File: config.mk
export PLATFORM = sky130hd
export DESIGN_NAME = rcil_top
export DESIGN_NICKNAME = d
export VERILOG_FILES = /design/src/rcil_pkg.sv /design/src/rcil_flag.sv /design/src/rcil_top.sv
export VERILOG_INCLUDE_DIRS = /design/src
export SDC_FILE = /design/constraint.sdc
export NUM_CORES = 1
export LEC_CHECK = 0
export ABC_AREA = 1
export BUFFER_PORTS_ARGS = -buffer_cell sky130_fd_sc_hd__buf_2
export CORE_MARGIN = 2
export CORE_UTILIZATION = 45
export CTS_CLUSTER_SIZE = 16
export DETAILED_ROUTE_END_ITERATION = 10
export PLACE_DENSITY = 0.88
export SLEW_MARGIN = 20
export SYNTH_ARGS = -nofsm -noshare
export SYNTH_HDL_FRONTEND = slang
export SYNTH_SLANG_ARGS = --single-unit
File: constraint.sdc
create_clock -name clk -period 1.75 [get_ports clk]
set_input_delay 0 -clock clk [delete_from_list [all_inputs] [get_ports clk]]
set_output_delay 0 -clock clk [all_outputs]
set_load 0.05 [all_outputs]
File: src/rcil_cfg.svh
// Offsets, field positions, reset values and vectors of the reset block
`ifndef RCIL_CFG_SVH
`define RCIL_CFG_SVH
// ==========================================================
// Register indices (byte address is four times the index)
`define RCIL_IDX_STATUS 6'h03
`define RCIL_IDX_PORT6  6'h06
`define RCIL_IDX_PORT7  6'h07
`define RCIL_IDX_GEN8   6'h08
`define RCIL_IDX_WAKE   6'h0B
`define RCIL_IDX_SLPWDT 6'h0E
`define RCIL_IDX_MASK   6'h0F
`define RCIL_IDX_ISTAT  6'h3F
// ==========================================================
// Field positions
`define RCIL_BIT_TIMER  0
`define RCIL_BIT_EXT    3
`define RCIL_BIT_ODE    6
`define RCIL_BIT_WATCHDOG_ENABLE_BIT   5
`define RCIL_BIT_SLEEP_CONTROL_BIT   4
`define RCIL_BIT_GWUE   0
`define RCIL_BIT_TOUT   4
`define RCIL_BIT_PDWN   3
// ==========================================================
// Reset values and writable masks
`define RCIL_RST_GEN8   8'h00
`define RCIL_RST_WAKE   8'hFF
`define RCIL_RST_SLPWDT 8'h31
`define RCIL_RST_MASK   8'h00
`define RCIL_RST_PORT   8'h00
`define RCIL_WR_SLPWDT  8'h79
`define RCIL_WR_MASK    8'h09
// ==========================================================
// Fetch vectors
`define RCIL_VEC_IRQ    10'h001
`define RCIL_VEC_SOFT   10'h002
`endif

File: src/rcil_pkg.sv
// Types shared by the reset cause and interrupt logic
package rcil_pkg;
    // Core power state, one-hot
    typedef enum logic [2:0] {
        RCIL_OPER   = 3'b001,
        RCIL_SLEEP1 = 3'b010,
        RCIL_SLEEP2 = 3'b100
    } rcil_mode_type;
endpackage

File: src/rcil_flag.sv
// Sticky event flag with software clear and soft-reset clear
`timescale 1ns/1ps
`default_nettype none
module rcil_flag (
    // Clock and reset
    input  wire logic clk,
    input  wire logic rst,
    // Controls
    input  wire logic setEvt,
    input  wire logic clrEvt,
    input  wire logic rstClr,
    // Flag
    output var  logic flag_ff
);
    // Soft reset clears, then a new event beats a clear
    always_ff @(posedge clk or posedge rst) begin
        if (rst) begin
            flag_ff <= 1'b0;
        end else if (rstClr) begin
            flag_ff <= 1'b0;
        end else if (setEvt) begin
            flag_ff <= 1'b1;
        end else if (clrEvt) begin
            flag_ff <= 1'b0;
        end
    end
endmodule
`default_nettype wire

File: src/rcil_top.sv
// Reset cause tracking and interrupt vectoring with APB registers
`include "rcil_cfg.svh"
`timescale 1ns/1ps
`default_nettype none
// How it works
// - Power-on, pin pulse or watchdog reset core
// - Clear-watchdog sets both; sleep sets T clears P
// - Pin reset when running keeps both flags
// - Pin wake from sleep one: T1 P0
// - Pin wake from sleep two keeps flags
// - Watchdog when running: T0, P kept
// - Watchdog wake from sleep one: both 0
// - Watchdog wake from sleep two: T0, P kept
// - Pin-change wake keeps both flags
// - Pin-change wake keeps state, forces WATCHDOG_ENABLE_BIT SLEEP_CONTROL_BIT
// - Resume strobe one cycle after pin-change wake
// - Timer overflow flag bit0, external bit3
// - Flags set regardless of masks
// - Request is flag AND mask
// - Enable and disable instructions steer global
// - Enabled interrupt fetches from 001H
// - Return from interrupt re-enables global
// - Software interrupt fetches from 002H
// - Sleep-two wake turns watchdog on
module rcil_top (
    // Clock and reset
    input  wire logic        clk,
    input  wire logic        rst,
    // APB slave
    input  wire logic        psel,
    input  wire logic        penable,
    input  wire logic        pwrite,
    input  wire logic [7:0]  paddr,
    input  wire logic [31:0] pwdata,
    output var  logic [31:0] prdata,
    output var  logic        pready,
    output var  logic        pslverr,
    // Reset sources
    input  wire logic        resetPinN,
    input  wire logic        wdtTimeout,
    // Core instruction strobes
    input  wire logic        instrEni,
    input  wire logic        instrDisi,
    input  wire logic        instrReti,
    input  wire logic        instrWdtc,
    input  wire logic        instrSleep,
    input  wire logic        instrSoftInt,
    input  wire logic        vectorAck,
    // Events
    input  wire logic        timerOverflow,
    input  wire logic        extIrqEvent,
    input  wire logic [7:0]  portChange,
    // Core control
    output var  logic        coreReset_ff,
    output var  logic        coreStall_ff,
    output var  logic        resumeNext_ff,
    output var  logic        vectorReq_ff,
    output var  logic [9:0]  vectorAddr_ff,
    output var  logic        globalIrqEn_ff,
    output var  logic [1:0]  irqRequest_ff,
    // Status and pins
    output var  logic        timeoutFlag_ff,
    output var  logic        powerDownFlag_ff,
    output var  logic        watchdogRun_ff,
    output var  logic [7:0]  port6Data_ff,
    output var  logic [7:0]  port7Data_ff
);
    // ==========================================================
    // Declarations
    rcil_pkg::rcil_mode_type mode_ff;      // Power state
    rcil_pkg::rcil_mode_type nxt_mode;     // Next power state
    logic       pinLow_ff;                 // Reset pin seen low
    logic       pinEvt;                    // Pin pulse completed
    logic       sysReset;                  // Pin or watchdog reset
    logic       wake2;                     // Pin-change wake
    logic [7:0] gen8_ff;                   // General register
    logic [7:0] wakeEnN_ff;                // Per-pin wake enables
    logic [7:0] slpWdt_ff;                 // Sleep/watchdog control
    logic [7:0] mask_ff;                   // Interrupt mask
    logic [1:0] flag;                      // Interrupt flags
    logic [1:0] evt;                       // Interrupt events
    logic [1:0] clr;                       // Software clears
    logic [1:0] pending;                   // Flag AND mask
    logic [5:0] idx;                       // Register index
    logic       wrEn;                      // Write accepted
    logic       enterSleep2;               // Sleep-control cleared
    logic [7:0] istat;                     // Status byte view
    logic [7:0] rdByte;                    // Read mux
    logic       hit;                       // Mapped address

    assign idx    = paddr[7:2];
    assign wrEn   = psel & penable & pready & pwrite;
    assign pinEvt = pinLow_ff & resetPinN;
    assign sysReset = pinEvt | wdtTimeout;
    // only sleep two wakes on pin change
    assign wake2 = (mode_ff == rcil_pkg::RCIL_SLEEP2)
                 & ~slpWdt_ff[`RCIL_BIT_GWUE]
                 & |(portChange & ~wakeEnN_ff);
    assign enterSleep2 = wrEn & (idx == `RCIL_IDX_SLPWDT)
                       & ~pwdata[`RCIL_BIT_SLEEP_CONTROL_BIT];
    assign evt = {extIrqEvent, timerOverflow};

    // ==========================================================
    // Reset pin pulse detector
    // Catches the low phase; the release completes the pulse
    always_ff @(posedge clk or posedge rst) begin
        if (rst) begin
            pinLow_ff <= 1'b0;
        end else begin
            pinLow_ff <= ~resetPinN;
        end
    end

    // Core reset strobe, held during power-on reset
    always_ff @(posedge clk or posedge rst) begin
        if (rst) begin
            coreReset_ff <= 1'b1;
        end else begin
            coreReset_ff <= sysReset;
        end
    end

    // ==========================================================
    // Power state machine
    always_comb begin
        nxt_mode = mode_ff;
        unique case (mode_ff)
            rcil_pkg::RCIL_OPER: begin
                if (sysReset) begin
                    nxt_mode = rcil_pkg::RCIL_OPER;
                end else if (instrSleep) begin
                    nxt_mode = rcil_pkg::RCIL_SLEEP1;
                end else if (enterSleep2) begin
                    nxt_mode = rcil_pkg::RCIL_SLEEP2;
                end
            end
            rcil_pkg::RCIL_SLEEP1: begin
                if (sysReset) begin
                    nxt_mode = rcil_pkg::RCIL_OPER;
                end
            end
            rcil_pkg::RCIL_SLEEP2: begin
                // halt left by any wake source
                if (sysReset | wake2) begin
                    nxt_mode = rcil_pkg::RCIL_OPER;
                end
            end
            default: begin
                nxt_mode = rcil_pkg::RCIL_OPER;
            end
        endcase
    end

    // State register
    always_ff @(posedge clk or posedge rst) begin
        if (rst) begin
            mode_ff <= rcil_pkg::RCIL_OPER;
        end else begin
            mode_ff <= nxt_mode;
        end
    end

    // Core stall while asleep
    always_ff @(posedge clk or posedge rst) begin
        if (rst) begin
            coreStall_ff <= 1'b0;
        end else begin
            coreStall_ff <= (nxt_mode != rcil_pkg::RCIL_OPER);
        end
    end

    always_ff @(posedge clk or posedge rst) begin
        if (rst) begin
            resumeNext_ff <= 1'b0;
        end else begin
            resumeNext_ff <= wake2 & ~sysReset;
        end
    end

    // ==========================================================
    // Time-out and power-down flags
    always_ff @(posedge clk or posedge rst) begin
        if (rst) begin
            timeoutFlag_ff   <= 1'b1;
            powerDownFlag_ff <= 1'b1;
        end else if (pinEvt) begin
            if (mode_ff == rcil_pkg::RCIL_SLEEP1) begin
                timeoutFlag_ff   <= 1'b1;
                powerDownFlag_ff <= 1'b0;
            end
        end else if (wdtTimeout) begin
            timeoutFlag_ff <= 1'b0;
            if (mode_ff == rcil_pkg::RCIL_SLEEP1) begin
                powerDownFlag_ff <= 1'b0;
            end
        end else if (instrWdtc) begin
            timeoutFlag_ff   <= 1'b1;
            powerDownFlag_ff <= 1'b1;
        end else if (instrSleep & (mode_ff == rcil_pkg::RCIL_OPER)) begin
            timeoutFlag_ff   <= 1'b1;
            powerDownFlag_ff <= 1'b0;
        end
        // pin-change wake leaves both flags alone
    end

    // ==========================================================
    // Port data and general register
    always_ff @(posedge clk or posedge rst) begin
        if (rst) begin
            port6Data_ff <= `RCIL_RST_PORT;
            port7Data_ff <= `RCIL_RST_PORT;
        end else if (wrEn & (idx == `RCIL_IDX_PORT6)) begin
            port6Data_ff <= pwdata[7:0];
        end else if (wrEn & (idx == `RCIL_IDX_PORT7)) begin
            port7Data_ff <= pwdata[7:0];
        end
    end

    // General register cleared by any reset
    always_ff @(posedge clk or posedge rst) begin
        if (rst) begin
            gen8_ff <= `RCIL_RST_GEN8;
        end else if (sysReset) begin
            gen8_ff <= `RCIL_RST_GEN8;
        end else if (wrEn & (idx == `RCIL_IDX_GEN8)) begin
            gen8_ff <= pwdata[7:0];
        end
    end

    // Wake enables and interrupt mask
    always_ff @(posedge clk or posedge rst) begin
        if (rst) begin
            wakeEnN_ff <= `RCIL_RST_WAKE;
            mask_ff    <= `RCIL_RST_MASK;
        end else if (sysReset) begin
            wakeEnN_ff <= `RCIL_RST_WAKE;
            mask_ff    <= `RCIL_RST_MASK;
        end else if (wrEn & (idx == `RCIL_IDX_WAKE)) begin
            wakeEnN_ff <= pwdata[7:0];
        end else if (wrEn & (idx == `RCIL_IDX_MASK)) begin
            mask_ff <= pwdata[7:0] & `RCIL_WR_MASK;
        end
    end

    // Sleep/watchdog control
    always_ff @(posedge clk or posedge rst) begin
        if (rst) begin
            slpWdt_ff <= `RCIL_RST_SLPWDT;
        end else if (sysReset) begin
            slpWdt_ff <= `RCIL_RST_SLPWDT;
        end else if (wake2) begin
            slpWdt_ff[`RCIL_BIT_WATCHDOG_ENABLE_BIT] <= 1'b1;
            slpWdt_ff[`RCIL_BIT_SLEEP_CONTROL_BIT] <= 1'b1;
        end else if (wrEn & (idx == `RCIL_IDX_SLPWDT)) begin
            slpWdt_ff <= pwdata[7:0] & `RCIL_WR_SLPWDT;
        end
    end

    // Watchdog run output
    always_ff @(posedge clk or posedge rst) begin
        if (rst) begin
            watchdogRun_ff <= 1'b1;
        end else begin
            watchdogRun_ff <= slpWdt_ff[`RCIL_BIT_WATCHDOG_ENABLE_BIT];
        end
    end

    // ==========================================================
    // Interrupt flags, one per source
    genvar g;
    generate
        for (g = 0; g < 2; g = g + 1) begin : gFlag
            localparam int BITPOS = (g == 0) ? `RCIL_BIT_TIMER
                                             : `RCIL_BIT_EXT;
            assign clr[g] = wrEn & (idx == `RCIL_IDX_ISTAT)
                          & ~pwdata[BITPOS];
            assign pending[g] = flag[g] & mask_ff[BITPOS];
            rcil_flag uFlag (
                .clk     (clk),
                .rst     (rst),
                .setEvt  (evt[g]),
                .clrEvt  (clr[g]),
                .rstClr  (sysReset),
                .flag_ff (flag[g])
            );
        end
    endgenerate

    // Effective requests to the core
    always_ff @(posedge clk or posedge rst) begin
        if (rst) begin
            irqRequest_ff <= 2'b00;
        end else begin
            irqRequest_ff <= pending;
        end
    end

    // ==========================================================
    // Global enable and fetch vectoring
    always_ff @(posedge clk or posedge rst) begin
        if (rst) begin
            globalIrqEn_ff <= 1'b0;
            vectorReq_ff   <= 1'b0;
            vectorAddr_ff  <= `RCIL_VEC_IRQ;
        end else if (sysReset) begin
            globalIrqEn_ff <= 1'b0;
            vectorReq_ff   <= 1'b0;
        end else if (vectorReq_ff) begin
            // Held until the core takes the vector
            if (vectorAck) begin
                vectorReq_ff <= 1'b0;
            end
        end else if (globalIrqEn_ff & (|pending)
                     & (mode_ff == rcil_pkg::RCIL_OPER)) begin
            vectorReq_ff   <= 1'b1;
            vectorAddr_ff  <= `RCIL_VEC_IRQ;
            globalIrqEn_ff <= 1'b0;
        end else if (globalIrqEn_ff & instrSoftInt) begin
            vectorReq_ff   <= 1'b1;
            vectorAddr_ff  <= `RCIL_VEC_SOFT;
            globalIrqEn_ff <= 1'b0;
        end else if (instrEni | instrReti) begin
            globalIrqEn_ff <= 1'b1;
        end else if (instrDisi) begin
            globalIrqEn_ff <= 1'b0;
        end
    end

    // ==========================================================
    // APB read mux
    assign istat = {4'h0, flag[1], 2'b00, flag[0]};
    always_comb begin
        rdByte = 8'h00;
        hit    = 1'b1;
        unique case (idx)
            `RCIL_IDX_STATUS: begin
                rdByte[`RCIL_BIT_TOUT] = timeoutFlag_ff;
                rdByte[`RCIL_BIT_PDWN] = powerDownFlag_ff;
            end
            `RCIL_IDX_PORT6:  rdByte = port6Data_ff;
            `RCIL_IDX_PORT7:  rdByte = port7Data_ff;
            `RCIL_IDX_GEN8:   rdByte = gen8_ff;
            `RCIL_IDX_WAKE:   rdByte = wakeEnN_ff;
            `RCIL_IDX_SLPWDT: rdByte = slpWdt_ff;
            `RCIL_IDX_MASK:   rdByte = mask_ff;
            `RCIL_IDX_ISTAT:  rdByte = istat;
            default:          hit    = 1'b0;
        endcase
    end

    // No wait state: ready rises in the first access cycle
    always_ff @(posedge clk or posedge rst) begin
        if (rst) begin
            pready  <= 1'b0;
            prdata  <= 32'h0000_0000;
            pslverr <= 1'b0;
        end else begin
            pready  <= psel & ~penable;
            prdata  <= {24'h00_0000, rdByte};
            pslverr <= psel & ~penable & ~hit;
        end
    end
endmodule
`default_nettype wire
-- Yosys cells after proc, flatten, opt, wreduce, memory -nomap -nowiden
Index checks and enable logic that the tools add are counted.
- bits in registers: 84
- logic and storage cells: 150
- bits of input ports: 64
- output and inout port bits: 70
- bitwise logic cells: 40
- reductions and logical operators: 19
- equality and inequality tests: 16
- multiplexer cells: 51
- operator list (kind ; count):
    2-to-1 mux 8 bit ; 9
    2-to-1 mux 1 bit ; 28
    AND 1 bit ; 25
    == test 6 x 4 -> 1 bit, second input constant ; 4
    one-hot mux 3 bit (7 select lines) ; 1
    2-to-1 mux 10 bit ; 2
    one-hot mux 3 bit (6 select lines) ; 1
    one-hot mux 2 bit (8 select lines) ; 1
    OR reduction 8 bit ; 2
    2-to-1 mux 3 bit ; 5
    == test 6 x 3 -> 1 bit, second input constant ; 2
    NOT 1 bit ; 10
    AND reduction 2 bit ; 5
    nonzero test 2 bit ; 5
    one-hot mux 3 bit (3 select lines) ; 1
    nonzero test 3 bit ; 3
    AND 8 bit ; 1
    NOT 8 bit ; 1
    == test 6 x 2 -> 1 bit, second input constant ; 1
    == test 6 bit, second input constant ; 1
    nonzero test 5 bit ; 1
    2-to-1 mux 2 bit ; 2
    2-to-1 mux 4 bit ; 1
    != test 2 x 1 -> 1 bit, second input constant ; 2
    other kinds (9) ; 12

-- Longest topological paths before layout
Gate-level depths: netlist of the first run.
- word-level depth: 10
- mapped depth: 10
- depth with buffers taken out: 10

-- By module
A second synthesis of the first run with hierarchy kept.
- cells, all modules: 412
- area, all modules: 3503.4 sq um
- by module, submodules not included (module ; area each (sq um) ; times used ; sequential area each (sq um) ; cells each):
    rcil_top ; 3405.8 ; 1 ; 1647.8 ; 400
    rcil_flag ; 48.8 ; 2 ; 25.0 ; 6

-- Worst setup path before layout of the first run
OpenSTA, ideal clock, no wires.
- path type: register to register
- from: register pready
- to: register slpWdt_ff[3]
- library setup time: 0.117 ns
- arrival time: 1.502 ns
- required time: 1.633 ns
- buffers on the path: 0
- clock period less this slack: 1.619 ns
- slack: 0.131 ns
- cell stages (with the launch flop): 10
- cells stage by stage: dfrtp_1 nand2_1 nor2_4 inv_2 nor2_4 inv_2 nand2_2 nand2_1 nand2_1 nand2_1
- longest elaborated chain between the ends: 5
- RTL lines (element ; line ; text):
    start: declaration ; rcil_top.sv:36 ; output var logic pready,
    start signal: assignment ; rcil_top.sv:358 ; pready <= psel & ~penable;
    AND 1 bit (2 in a row) ; rcil_top.sv:92 ; assign wrEn = psel & penable & pready & pwrite;
    AND 1 bit ; rcil_top.sv:254 ; end else if (wrEn & (idx == `RCIL_IDX_SLPWDT)) begin
    nonzero test 2 bit (no line) ; - ;
    AND reduction 2 bit (no line) ; - ;
    end signal: assignment ; rcil_top.sv:248 ; slpWdt_ff <= `RCIL_RST_SLPWDT;
    end signal: assignment ; rcil_top.sv:250 ; slpWdt_ff <= `RCIL_RST_SLPWDT;
    end signal: assignment ; rcil_top.sv:255 ; slpWdt_ff <= pwdata[7:0] & `RCIL_WR_SLPWDT;
    end: declaration ; rcil_top.sv:78 ; logic [7:0] slpWdt_ff;
Every way passes these cells.
A chain may end at the register's enable or synchronous reset.

-- Worst setup path in the final report of the first run
- from: register mode_ff[0]
- to: register vectorAddr_ff[0]
- longest elaborated chain between the ends: 4
- elaborated cells between the ends (all ways): 5
- classes of those cells: eq/ne (1); mux (1); bitwise (1); reduce/logical (2)
- RTL lines (element ; line ; text):
    start: declaration ; rcil_top.sv:70 ; rcil_pkg::rcil_mode_type mode_ff;
    start signal: assignment ; rcil_top.sv:157 ; mode_ff <= rcil_pkg::RCIL_OPER;
    start signal: assignment ; rcil_top.sv:159 ; mode_ff <= nxt_mode;
    == test 3 x 1 -> 1 bit * ; rcil_top.sv:314 ; & (mode_ff == rcil_pkg::RCIL_OPER)) begin
    AND 1 bit * ; rcil_top.sv:314 ;
    nonzero test 2 bit (no line) ; - ;
    AND reduction 3 bit (no line) ; - ;
    end signal: assignment ; rcil_top.sv:304 ; vectorAddr_ff <= `RCIL_VEC_IRQ;
    end signal: assignment ; rcil_top.sv:316 ; vectorAddr_ff <= `RCIL_VEC_IRQ;
    end signal: assignment ; rcil_top.sv:320 ; vectorAddr_ff <= `RCIL_VEC_SOFT;
    end: declaration ; rcil_top.sv:58 ; output var logic [9:0] vectorAddr_ff,
Every way passes the cells marked *; elsewhere a longest branch is shown, timed or not.

==> results of run 1 <==
[final cells by class]
cell class              count  area [sq um]  area share
clock buffers              10           138      0.0314
inverters                  53           199      0.0454
flip-flops and latches     67          1700       0.388
repair buffers             99           616       0.141
well taps                 102           128      0.0291
clock inverters             6           136      0.0311
multi-input cells         290          1470       0.335
[cells by family after synthesis]
family                 share of synthesized area
DFF                                        0.481
AOI/OAI and AO/OA                          0.113
and+or+nand+nor                            0.267
other                                    0.00106
buffers and inverters                      0.139
[flip-flops by register name, summed over array words and instances (netlist names), 2 cells and up]
register	count
gFlag.uFlag.flag_ff	2
gen8_ff	8
mask_ff	2
port7Data_ff	8
prdata	8
vectorAddr_ff	2
port6Data_ff	8
mode_ff	3
slpWdt_ff	5
wakeEnN_ff	8
irqRequest_ff	2
[through the flow]
step / power, mW / setup slack (ps) / cell area, sq um
after global placement: 2.38 / 331 / 3910
after detailed placement: 2.41 / 186 / 3910
after floorplan: 2.28 / 95.0 / 3650
final: 4.18 / 261 / 4380
after CTS: 4.19 / 168 / 4370
after global routing: 4.33 / 58.1 / 4380
[final timing paths]
check | cells past startpoint | to | from | slack, ps
max | 6 | vectorAddr_ff[0] | mode_ff[0] | 260
min | 3 | port6Data_ff[4] | pwdata[4] | 30
max reg2reg | 6 | vectorAddr_ff[0] | mode_ff[0] | 260
min reg2reg | 0 | watchdogRun_ff | slpWdt_ff[5] | 400
max in group asynchronous | 4 | wakeEnN_ff[5] | rst | 1160
min in group asynchronous | 4 | vectorAddr_ff[1] | rst | 260
[worst register-to-register path, delay by kind of cell (launching register included)]
family,cells,cell delay [ps]
flops,1,520
compound gates,1,200
buf+inv,1,90
simple gates,4,610
[where the power goes]
group	switching (mW)	total (mW)	leakage (nW)	internal (mW)
Clock	0.618	1.75	0.133	1.13
Combinational	0.578	0.759	1.47	0.180
Sequential	0.0390	1.67	0.864	1.63
[cells in the mapped netlist, types with 3 or more instances]
library cell	number
a21oi_1	7
buf_4	33
buf_6	3
dfrtp_1	50
dfstp_2	17
inv_1	50
inv_2	3
nand2_1	125
nand2_2	3
nand2_4	4
nand3_1	20
nand4_1	6
nor2_1	24
nor2_8	4
o2111ai_1	3
o21ai_0	28
o21ai_2	17
o22ai_1	4
[repair_timing]
action / 4_1_cts / 5_1_grt
hold buffers: 19 / 0
endpoints found under the setup margin: 0 / 1
gates resized for setup: 0 / 1
buffers inserted: 0 / 0
endpoints found under the hold margin: 79 / 0
[routing by layer]
metal / vias up / wire, um / track usage
met5: - / 0 / 0
met4: 0 / 233 / 0.106
met3: 22 / 706 / 0.0602
met2: 160 / 4430 / 0.352
met1: 1497 / 3470 / 0.264
li1: 1466 / - / -
==> flow_summary.yaml, run 1 <==
global_routing:
  grt_usage: 0.216
  grt_max_degree: 68
  antenna_found_initial: 0
  grt_pass1_vias: 3093
  grt_pass1_wl_um: 14300
  grt_overflow: 0
clock_tree:
  cts_tree: "done"
  clockBufferDepth: 2
  clock-root-buffer: "clkbuf_8"
  cts_htree_levels: 3
  clock_sinks: 67
  clk_pin_slew_ps: 80
  clock_latency_ps: 360
  cts_made_buffers: 9
logic_synthesis:
  async_flop_share: 1.00
  netlist_area_sq_mm: 0.00353
  synth-edff-count: 0
  synth_cell_type_count: 31
  ys.flop_type: "dfrtp_1"
  syn_inst: 417
  synth_top_area_cell: "dfrtp_1"
  ys_ff_latch: 67
  synth_top_area_frac: 0.354
  yosysSeqAreaShare: 0.481
  ys_warn_count: 0
  synth_area_leaders: "dfrtp_1 (35%), nand2_1 (13%), dfstp_2 (13%), buf_4 (7.0%), inv_1 (5.3%)"
  syn_avg_cell_area_sq_um: 8.46
placement:
  port_buffers: 75
  gp_congestion: 0.883
  dp_hpwl_um: 6210
  dp.cells: 592
sta:
  fin_tns_setup_ps: 0
  finalHoldViolCount: 0
  clock.fmax_mhz: 672
  setup_violations: 0
  min_period_over_period: 0.851
  finalCriticalPeriod_ps: 1490
  skew_ps: 11.5
  rsz0062_at_grt: "false"
  holdWs_ps: 32.9
  slew_viol_final: 0
critical_path:
  critPathMaxStageDelay_ps: 520
  cp_max_fo: 5
  worstSetupEndpointType: "register"
  arrival_ps: 1760
  critPathSlowestCell: "dfstp_2"
  start_kind: "register"
  crit_family: "simple AND/OR/NAND/NOR gates"
  critical_path_class: "register to register"
  crit_top_cell: "nand2_1"
  required_ps: 2020
  crit_path_cell_trace: "inv_1 > nor3_4 > nand3_1 > nand2_1 > nand2_1 > o21ai_0"
  cp_num_buf_inv: 1
power_and_ir_drop:
  peakVddDrop_v: 0.000458
  power_density_mw_per_mm2: 955
  p_leak_nw: 2.47
final_layout:
  syn_to_final_growth_pct: 24.1
  antenna_cells: 0
  layout_commonest_cell: "nand2_1"
  final_core_util: 0.573
  fillers: 635
  drive_gt1_frac: 0.290
  fin_nets: 584
  layout_common_cells: "nand2_1 (125), buf_2 (75), dfrtp_1 (50), inv_1 (49), conb_1 (32)"
  finalNonFillerCells: 627
flow_run:
  maxCapViolCount: 0
drt:
  drtPass1Iterations: 5
  viasPerCell: 5.02
  ant_nets: 0
  wl_per_cell_um: 14.1
  drc: 0
  first_iter_violations: 295
  vias: 3145
  finalWirelength_um: 8840
floorplanning:
  die_area_sq_mm: 0.00857
  io_pins: 134
  start_util: 0.462
  die_h_um: 92.6
  num_rows: 32
  die_w_um: 92.6
  core_sq_mm: 0.00765
outcome:
  outcome: "finished clean"
min_path:
  hold_class: "input port to register"
(Power assumes the default switching activity.)
==> run 2, diff against run 1 <==
--- a/config.mk
+++ b/config.mk
@@ -12,8 +12,8 @@
 export CORE_UTILIZATION = 45
 export CTS_CLUSTER_SIZE = 16
 export DETAILED_ROUTE_END_ITERATION = 10
+export HOLD_SLACK_MARGIN = 0.15
 export PLACE_DENSITY = 0.88
-export SLEW_MARGIN = 20
 export SYNTH_ARGS = -nofsm -noshare
 export SYNTH_HDL_FRONTEND = slang
 export SYNTH_SLANG_ARGS = --single-unit
==> flow_summary.yaml, run 2 (same netlist as run 1, synthesis figures left out) <==
clock_tree:
  cts_htree_levels: 3
  clock_sinks: 67
  clock_latency_ps: 350
  clock-root-buffer: "clkbuf_8"
  cts_made_buffers: 9
  cts_tree: "done"
  clockBufferDepth: 2
  clk_pin_slew_ps: 80
sta:
  fin_tns_setup_ps: 0
  min_period_over_period: 0.912
  setup_violations: 0
  finalHoldViolCount: 0
  clock.fmax_mhz: 626
  holdWs_ps: 179
  skew_ps: 15.5
  rsz0062_at_grt: "false"
  slew_viol_final: 0
  setup_slack_ps: 153
  finalCriticalPeriod_ps: 1600
critical_path:
  required_ps: 1990
  start_kind: "register"
  ff2ff_setup_slack_ps: 150
  cp_max_fo: 10
  critical_path_class: "register to register"
  arrival_ps: 1840
  worstSetupEndpointType: "register"
placement:
  dp_slack_ps: 186
  gp_congestion: 0.883
  dp.cells: 592
  port_buffers: 75
  placed_cell_area_sq_mm: 0.00391
  dp_hpwl_um: 6210
final_layout:
  antenna_cells: 0
  fin_nets: 591
  finalNonFillerCells: 634
  layout_common_cells: "nand2_1 (124), buf_2 (75), dfrtp_1 (50), inv_1 (49), conb_1 (32)"
  seqCellArea_sq_mm: 0.00170
  multi_input_area_sq_mm: 0.00148
  drive_gt1_frac: 0.291
  layout_commonest_cell: "nand2_1"
  fillers: 614
  final_area_sq_mm: 0.00446
  syn_to_final_growth_pct: 26.5
drt:
  drc: 0
  drtPass1Iterations: 5
  ant_nets: 0
  vias: 3264
  first_iter_violations: 464
  wl_per_cell_um: 14.8
  finalWirelength_um: 9360
  viasPerCell: 5.15
flow_run:
  maxCapViolCount: 0
power_and_ir_drop:
  power_density_mw_per_mm2: 944
  peakVddDrop_v: 0.000461
  p_leak_nw: 2.50
global_routing:
  grt_overflow: 0
  antenna_found_initial: 0
  grt_pass1_vias: 3207
  grt_pass1_wl_um: 14800
  grt_usage: 0.224
  grt_max_degree: 68
floorplanning:
  start_util: 0.462
  io_pins: 134
  die_area_sq_mm: 0.00857
  die_h_um: 92.6
  core_sq_mm: 0.00765
  num_rows: 32
  die_w_um: 92.6
min_path:
  hold_class: "input port to register"
outcome:
  outcome: "finished clean"
==> run 2: cell types whose count changed in the layout (fill, tap and decap cells not counted) <==
| cell | before | now |
|---|---|---|
| dlygate4sd3_1 | 19 | 26 |
| nand2_1 | 125 | 124 |
| buf_4 | 4 | 3 |
| nand2_2 | 3 | 4 |
| nand3_1 | 20 | 19 |
| a21oi_1 | 7 | 6 |
| a21oi_2 | 0 | 1 |
| buf_6 | 0 | 1 |
| nand3_2 | 0 | 1 |
==> run 2: timing repair <==
item / in CTS / in global routing
hold buffers: 27 / 0
setup endpoints to repair: 0 / 2
resized for setup: 0 / 5
buffers inserted: 0 / 0
endpoints found under the hold margin: 125 / 0
==> run 2: routing by layer <==
metal | up-vias | track usage | part of all wire
li1 | 1484 | - | -
met1 | 1519 | 0.272 | 0.38
met2 | 220 | 0.363 | 0.50
met3 | 41 | 0.0578 | 0.088
met4 | 0 | 0.122 | 0.039
met5 | - | 0 | 0
==> run 2: critical path, cell delays in order, from the launching register on <==
cell	delay (ps)
dfrtp_1	390
nand2_2	100
nand2_1	90
inv_1	300
buf_4	230
nand2_1	110
a21oi_1	210
a21oi_2	50
==> run 2: path summary, 6_finish.rpt <==
kind | startpoint | to | depth (start not counted)
max in group asynchronous | rst | wakeEnN_ff[0] | 4
max reg2reg | pinLow_ff | globalIrqEn_ff | 7
max | pinLow_ff | globalIrqEn_ff | 7
min reg2reg | slpWdt_ff[5] | watchdogRun_ff | 0
min in group asynchronous | rst | vectorAddr_ff[1] | 4
min | portChange[0] | resumeNext_ff | 7
==> run 2: power by group <==
| group | switching [mW] | internal (mW) |
|---|---|---|
| sequential | 0.0412 | 1.63 |
| clock | 0.627 | 1.13 |
| combinational | 0.589 | 0.192 |
==> run 2: final cells by class <==
type | instances | share of cell area
Clock inverter | 6 | 0.0305
Inverter | 53 | 0.0446
Tap cell | 102 | 0.0286
Sequential cell | 67 | 0.380
Timing Repair Buffer | 106 | 0.154
Clock buffer | 10 | 0.0308
Multi-Input combinational cell | 290 | 0.331
==> run 2: metrics by stage <==
stage | total power [mW] | util
3_3_place_gp | 2.38 | 0.511
5_1_grt | 4.35 | 0.584
3_5_place_dp | 2.41 | 0.511
2_1_floorplan | 2.28 | -
4_1_cts | 4.20 | 0.582
6_report | 4.22 | 0.584
==> run 3, diff against run 2 <==
--- a/config.mk
+++ b/config.mk
@@ -9,11 +9,12 @@
 export ABC_AREA = 1
 export BUFFER_PORTS_ARGS = -buffer_cell sky130_fd_sc_hd__buf_2
 export CORE_MARGIN = 2
-export CORE_UTILIZATION = 45
+export CORE_UTILIZATION = 36
 export CTS_CLUSTER_SIZE = 16
 export DETAILED_ROUTE_END_ITERATION = 10
 export HOLD_SLACK_MARGIN = 0.15
-export PLACE_DENSITY = 0.88
+export PLACE_DENSITY = 0.75
 export SYNTH_ARGS = -nofsm -noshare
 export SYNTH_HDL_FRONTEND = slang
+export SYNTH_HIERARCHICAL = 1
 export SYNTH_SLANG_ARGS = --single-unit
==> flow_summary.yaml, run 3 <==
outcome:
  outcome: "finished clean"
critical_path:
  cp_max_fo: 3
  required_ps: 1980
  cp-startpoint: "pready"
  critical_path_class: "register to register"
  worstSetupEndpointType: "register"
  start_kind: "register"
  r2r_start: "pready"
  arrival_ps: 1860
final_layout:
  layout_commonest_cell: "nand2_1"
  drive_gt1_frac: 0.294
  antenna_cells: 0
  fin_nets: 590
  syn_to_final_growth_pct: 26.5
  layout_common_cells: "nand2_1 (100), buf_2 (75), inv_1 (52), dfrtp_1 (50), conb_1 (32)"
  finalNonFillerCells: 664
global_routing:
  grt.met2_usage: 0.284
  grt_busiest_layer: "met2"
  grt_pass1_wl_um: 14200
  grtUsageMet1: 0.236
  grt_use_met3: 0.0366
  antenna_found_initial: 0
  grt_pass1_vias: 2940
  grt_usage: 0.175
  grt_max_degree: 32
  grt_overflow: 0
power_and_ir_drop:
  finalPower_mw: 3.80
  p_leak_nw: 2.38
  peakVddDrop_v: 0.000385
  power_density_mw_per_mm2: 857
logic_synthesis:
  synth_cell_type_count: 31
  synthSimpleGateAreaFrac: 0.243
  netlist_area_sq_mm: 0.00350
  ys_warn_count: 6
  syn_avg_cell_area_sq_um: 8.50
  synth_area_leaders: "dfrtp_1 (36%), dfstp_2 (13%), nand2_1 (11%), buf_4 (7.1%), inv_1 (5.7%)"
  post-synth-top-count-cell: "nand2_1"
  synth_top_area_cell: "dfrtp_1"
  synth_top_area_frac: 0.357
  synth_xor_area_frac: 0
  synth_compound_area_frac: 0.126
  synth_fa_ha_area_frac: 0
  async_flop_share: 1.00
  synth_commonest_cells: "nand2_1 (101), inv_1 (53), dfrtp_1 (50), buf_4 (33), nand3_1 (31)"
  muxShareOfSynthArea: 0
  yosysSeqAreaShare: 0.485
  synth-edff-count: 0
  syn_inst: 412
  synth_top_family_by_area: "simple AND/OR/NAND/NOR gates"
  ys_ff_latch: 67
  ys.flop_type: "dfrtp_1"
placement:
  port_buffers: 75
  dp_hpwl_um: 6370
  gp_congestion: 0.895
  dp.cells: 618
  dp_slack_ps: 194
sta:
  max-slew-margin-rel: 0.643
  finalCriticalPeriod_ps: 1630
  rsz0062_at_grt: "true"
  clock.fmax_mhz: 614
  skew_ps: 11.8
  slew_viol_final: 0
  setup_slack_ps: 120
  min_period_over_period: 0.931
  setup_violations: 0
  finalHoldViolCount: 0
  worstMarginPinSlew_ps: 535
drt:
  finalWirelength_um: 8870
  viasPerCell: 4.59
  ant_nets: 0
  wl_per_cell_um: 13.4
  first_iter_violations: 222
  drtPass1Iterations: 4
  vias: 3048
  drc: 0
clock_tree:
  cts_tree: "done"
  cts_made_buffers: 9
  clk_pin_slew_ps: 80
  clockBufferDepth: 2
  clock_latency_ps: 350
  cts_htree_levels: 3
  clock_sinks: 67
  clock-root-buffer: "clkbuf_8"
floorplanning:
  die_w_um: 103
  start_util: 0.365
  io_pins: 134
  die_h_um: 103
  core_sq_mm: 0.00959
  num_rows: 36
  die_area_sq_mm: 0.0105
min_path:
  hp-start: "paddr[2]"
  hold_class: "input port to register"
flow_run:
  maxCapViolCount: 0
[run 3: final timing paths]
check / end / slack (ps) / cells past startpoint
worst max-delay path: gFlag[1].uFlag/flag_ff / 120 / 8
worst min-delay path: port6Data_ff[6] / 160 / 4
worst max register to register: gFlag[1].uFlag/flag_ff / 120 / 8
worst min register to register: watchdogRun_ff / 380 / 0
max in group asynchronous: watchdogRun_ff / 830 / 4
min in group asynchronous: gen8_ff[5] / 260 / 3
[run 3: layout make-up]
cell class / instances / area [sq um]
clock buffer: 10 / 128
tap: 133 / 166
timing repair buffer: 112 / 738
sequential: 67 / 1700
multi-input combinational: 280 / 1420
inverter: 56 / 214
clock inverter: 6 / 65.1
fill: 926 / 5160
[run 3: power by group]
part	switching (mW)	total (mW)	internal, mW
sequential	0.0399	1.71	1.67
combinational	0.605	0.805	0.200
clock	0.626	1.29	0.661
[run 3: metrics by stage]
step,hold slack [ps],setup TNS [ps],util,cell area (sq um)
finish,162,0,0.462,4430
CTS,153,0,0.460,4410
global route,201,-8.05,0.462,4430
floorplan,-271,0,-,3620
detailed placement,-129,0,0.409,3930
global placement,-136,0,0.409,3930
[run 3: routing by layer]
layer | part of all wire | routed length (um)
met1 | 0.44 | 3890
met2 | 0.48 | 4290
met4 | 0.012 | 107
met5 | 0 | 0
met3 | 0.065 | 576
[run 3: worst max-delay path, stage by stage (launching register included)]
cell	delay (ps)
dfrtp_1	370
nand2_2	80
nor2_4	150
nand3_2	100
nor2_2	120
inv_1	40
nand2_1	60
a21oi_2	50
dlygate4sd3_1	560
[run 3: repair_timing]
item | CTS | global route
buffers inserted | 0 | 1
setup endpoints to repair | 0 | 2
hold endpoints to repair | 100 | 0
gates resized for setup | 0 | 5
hold buffers | 29 | 0
[run 3: logic make-up after synthesis]
group	after synthesis
and+or+nand+nor	180
buffers and inverters	96
AOI/OAI and AO/OA	68
DFF	67
other	1
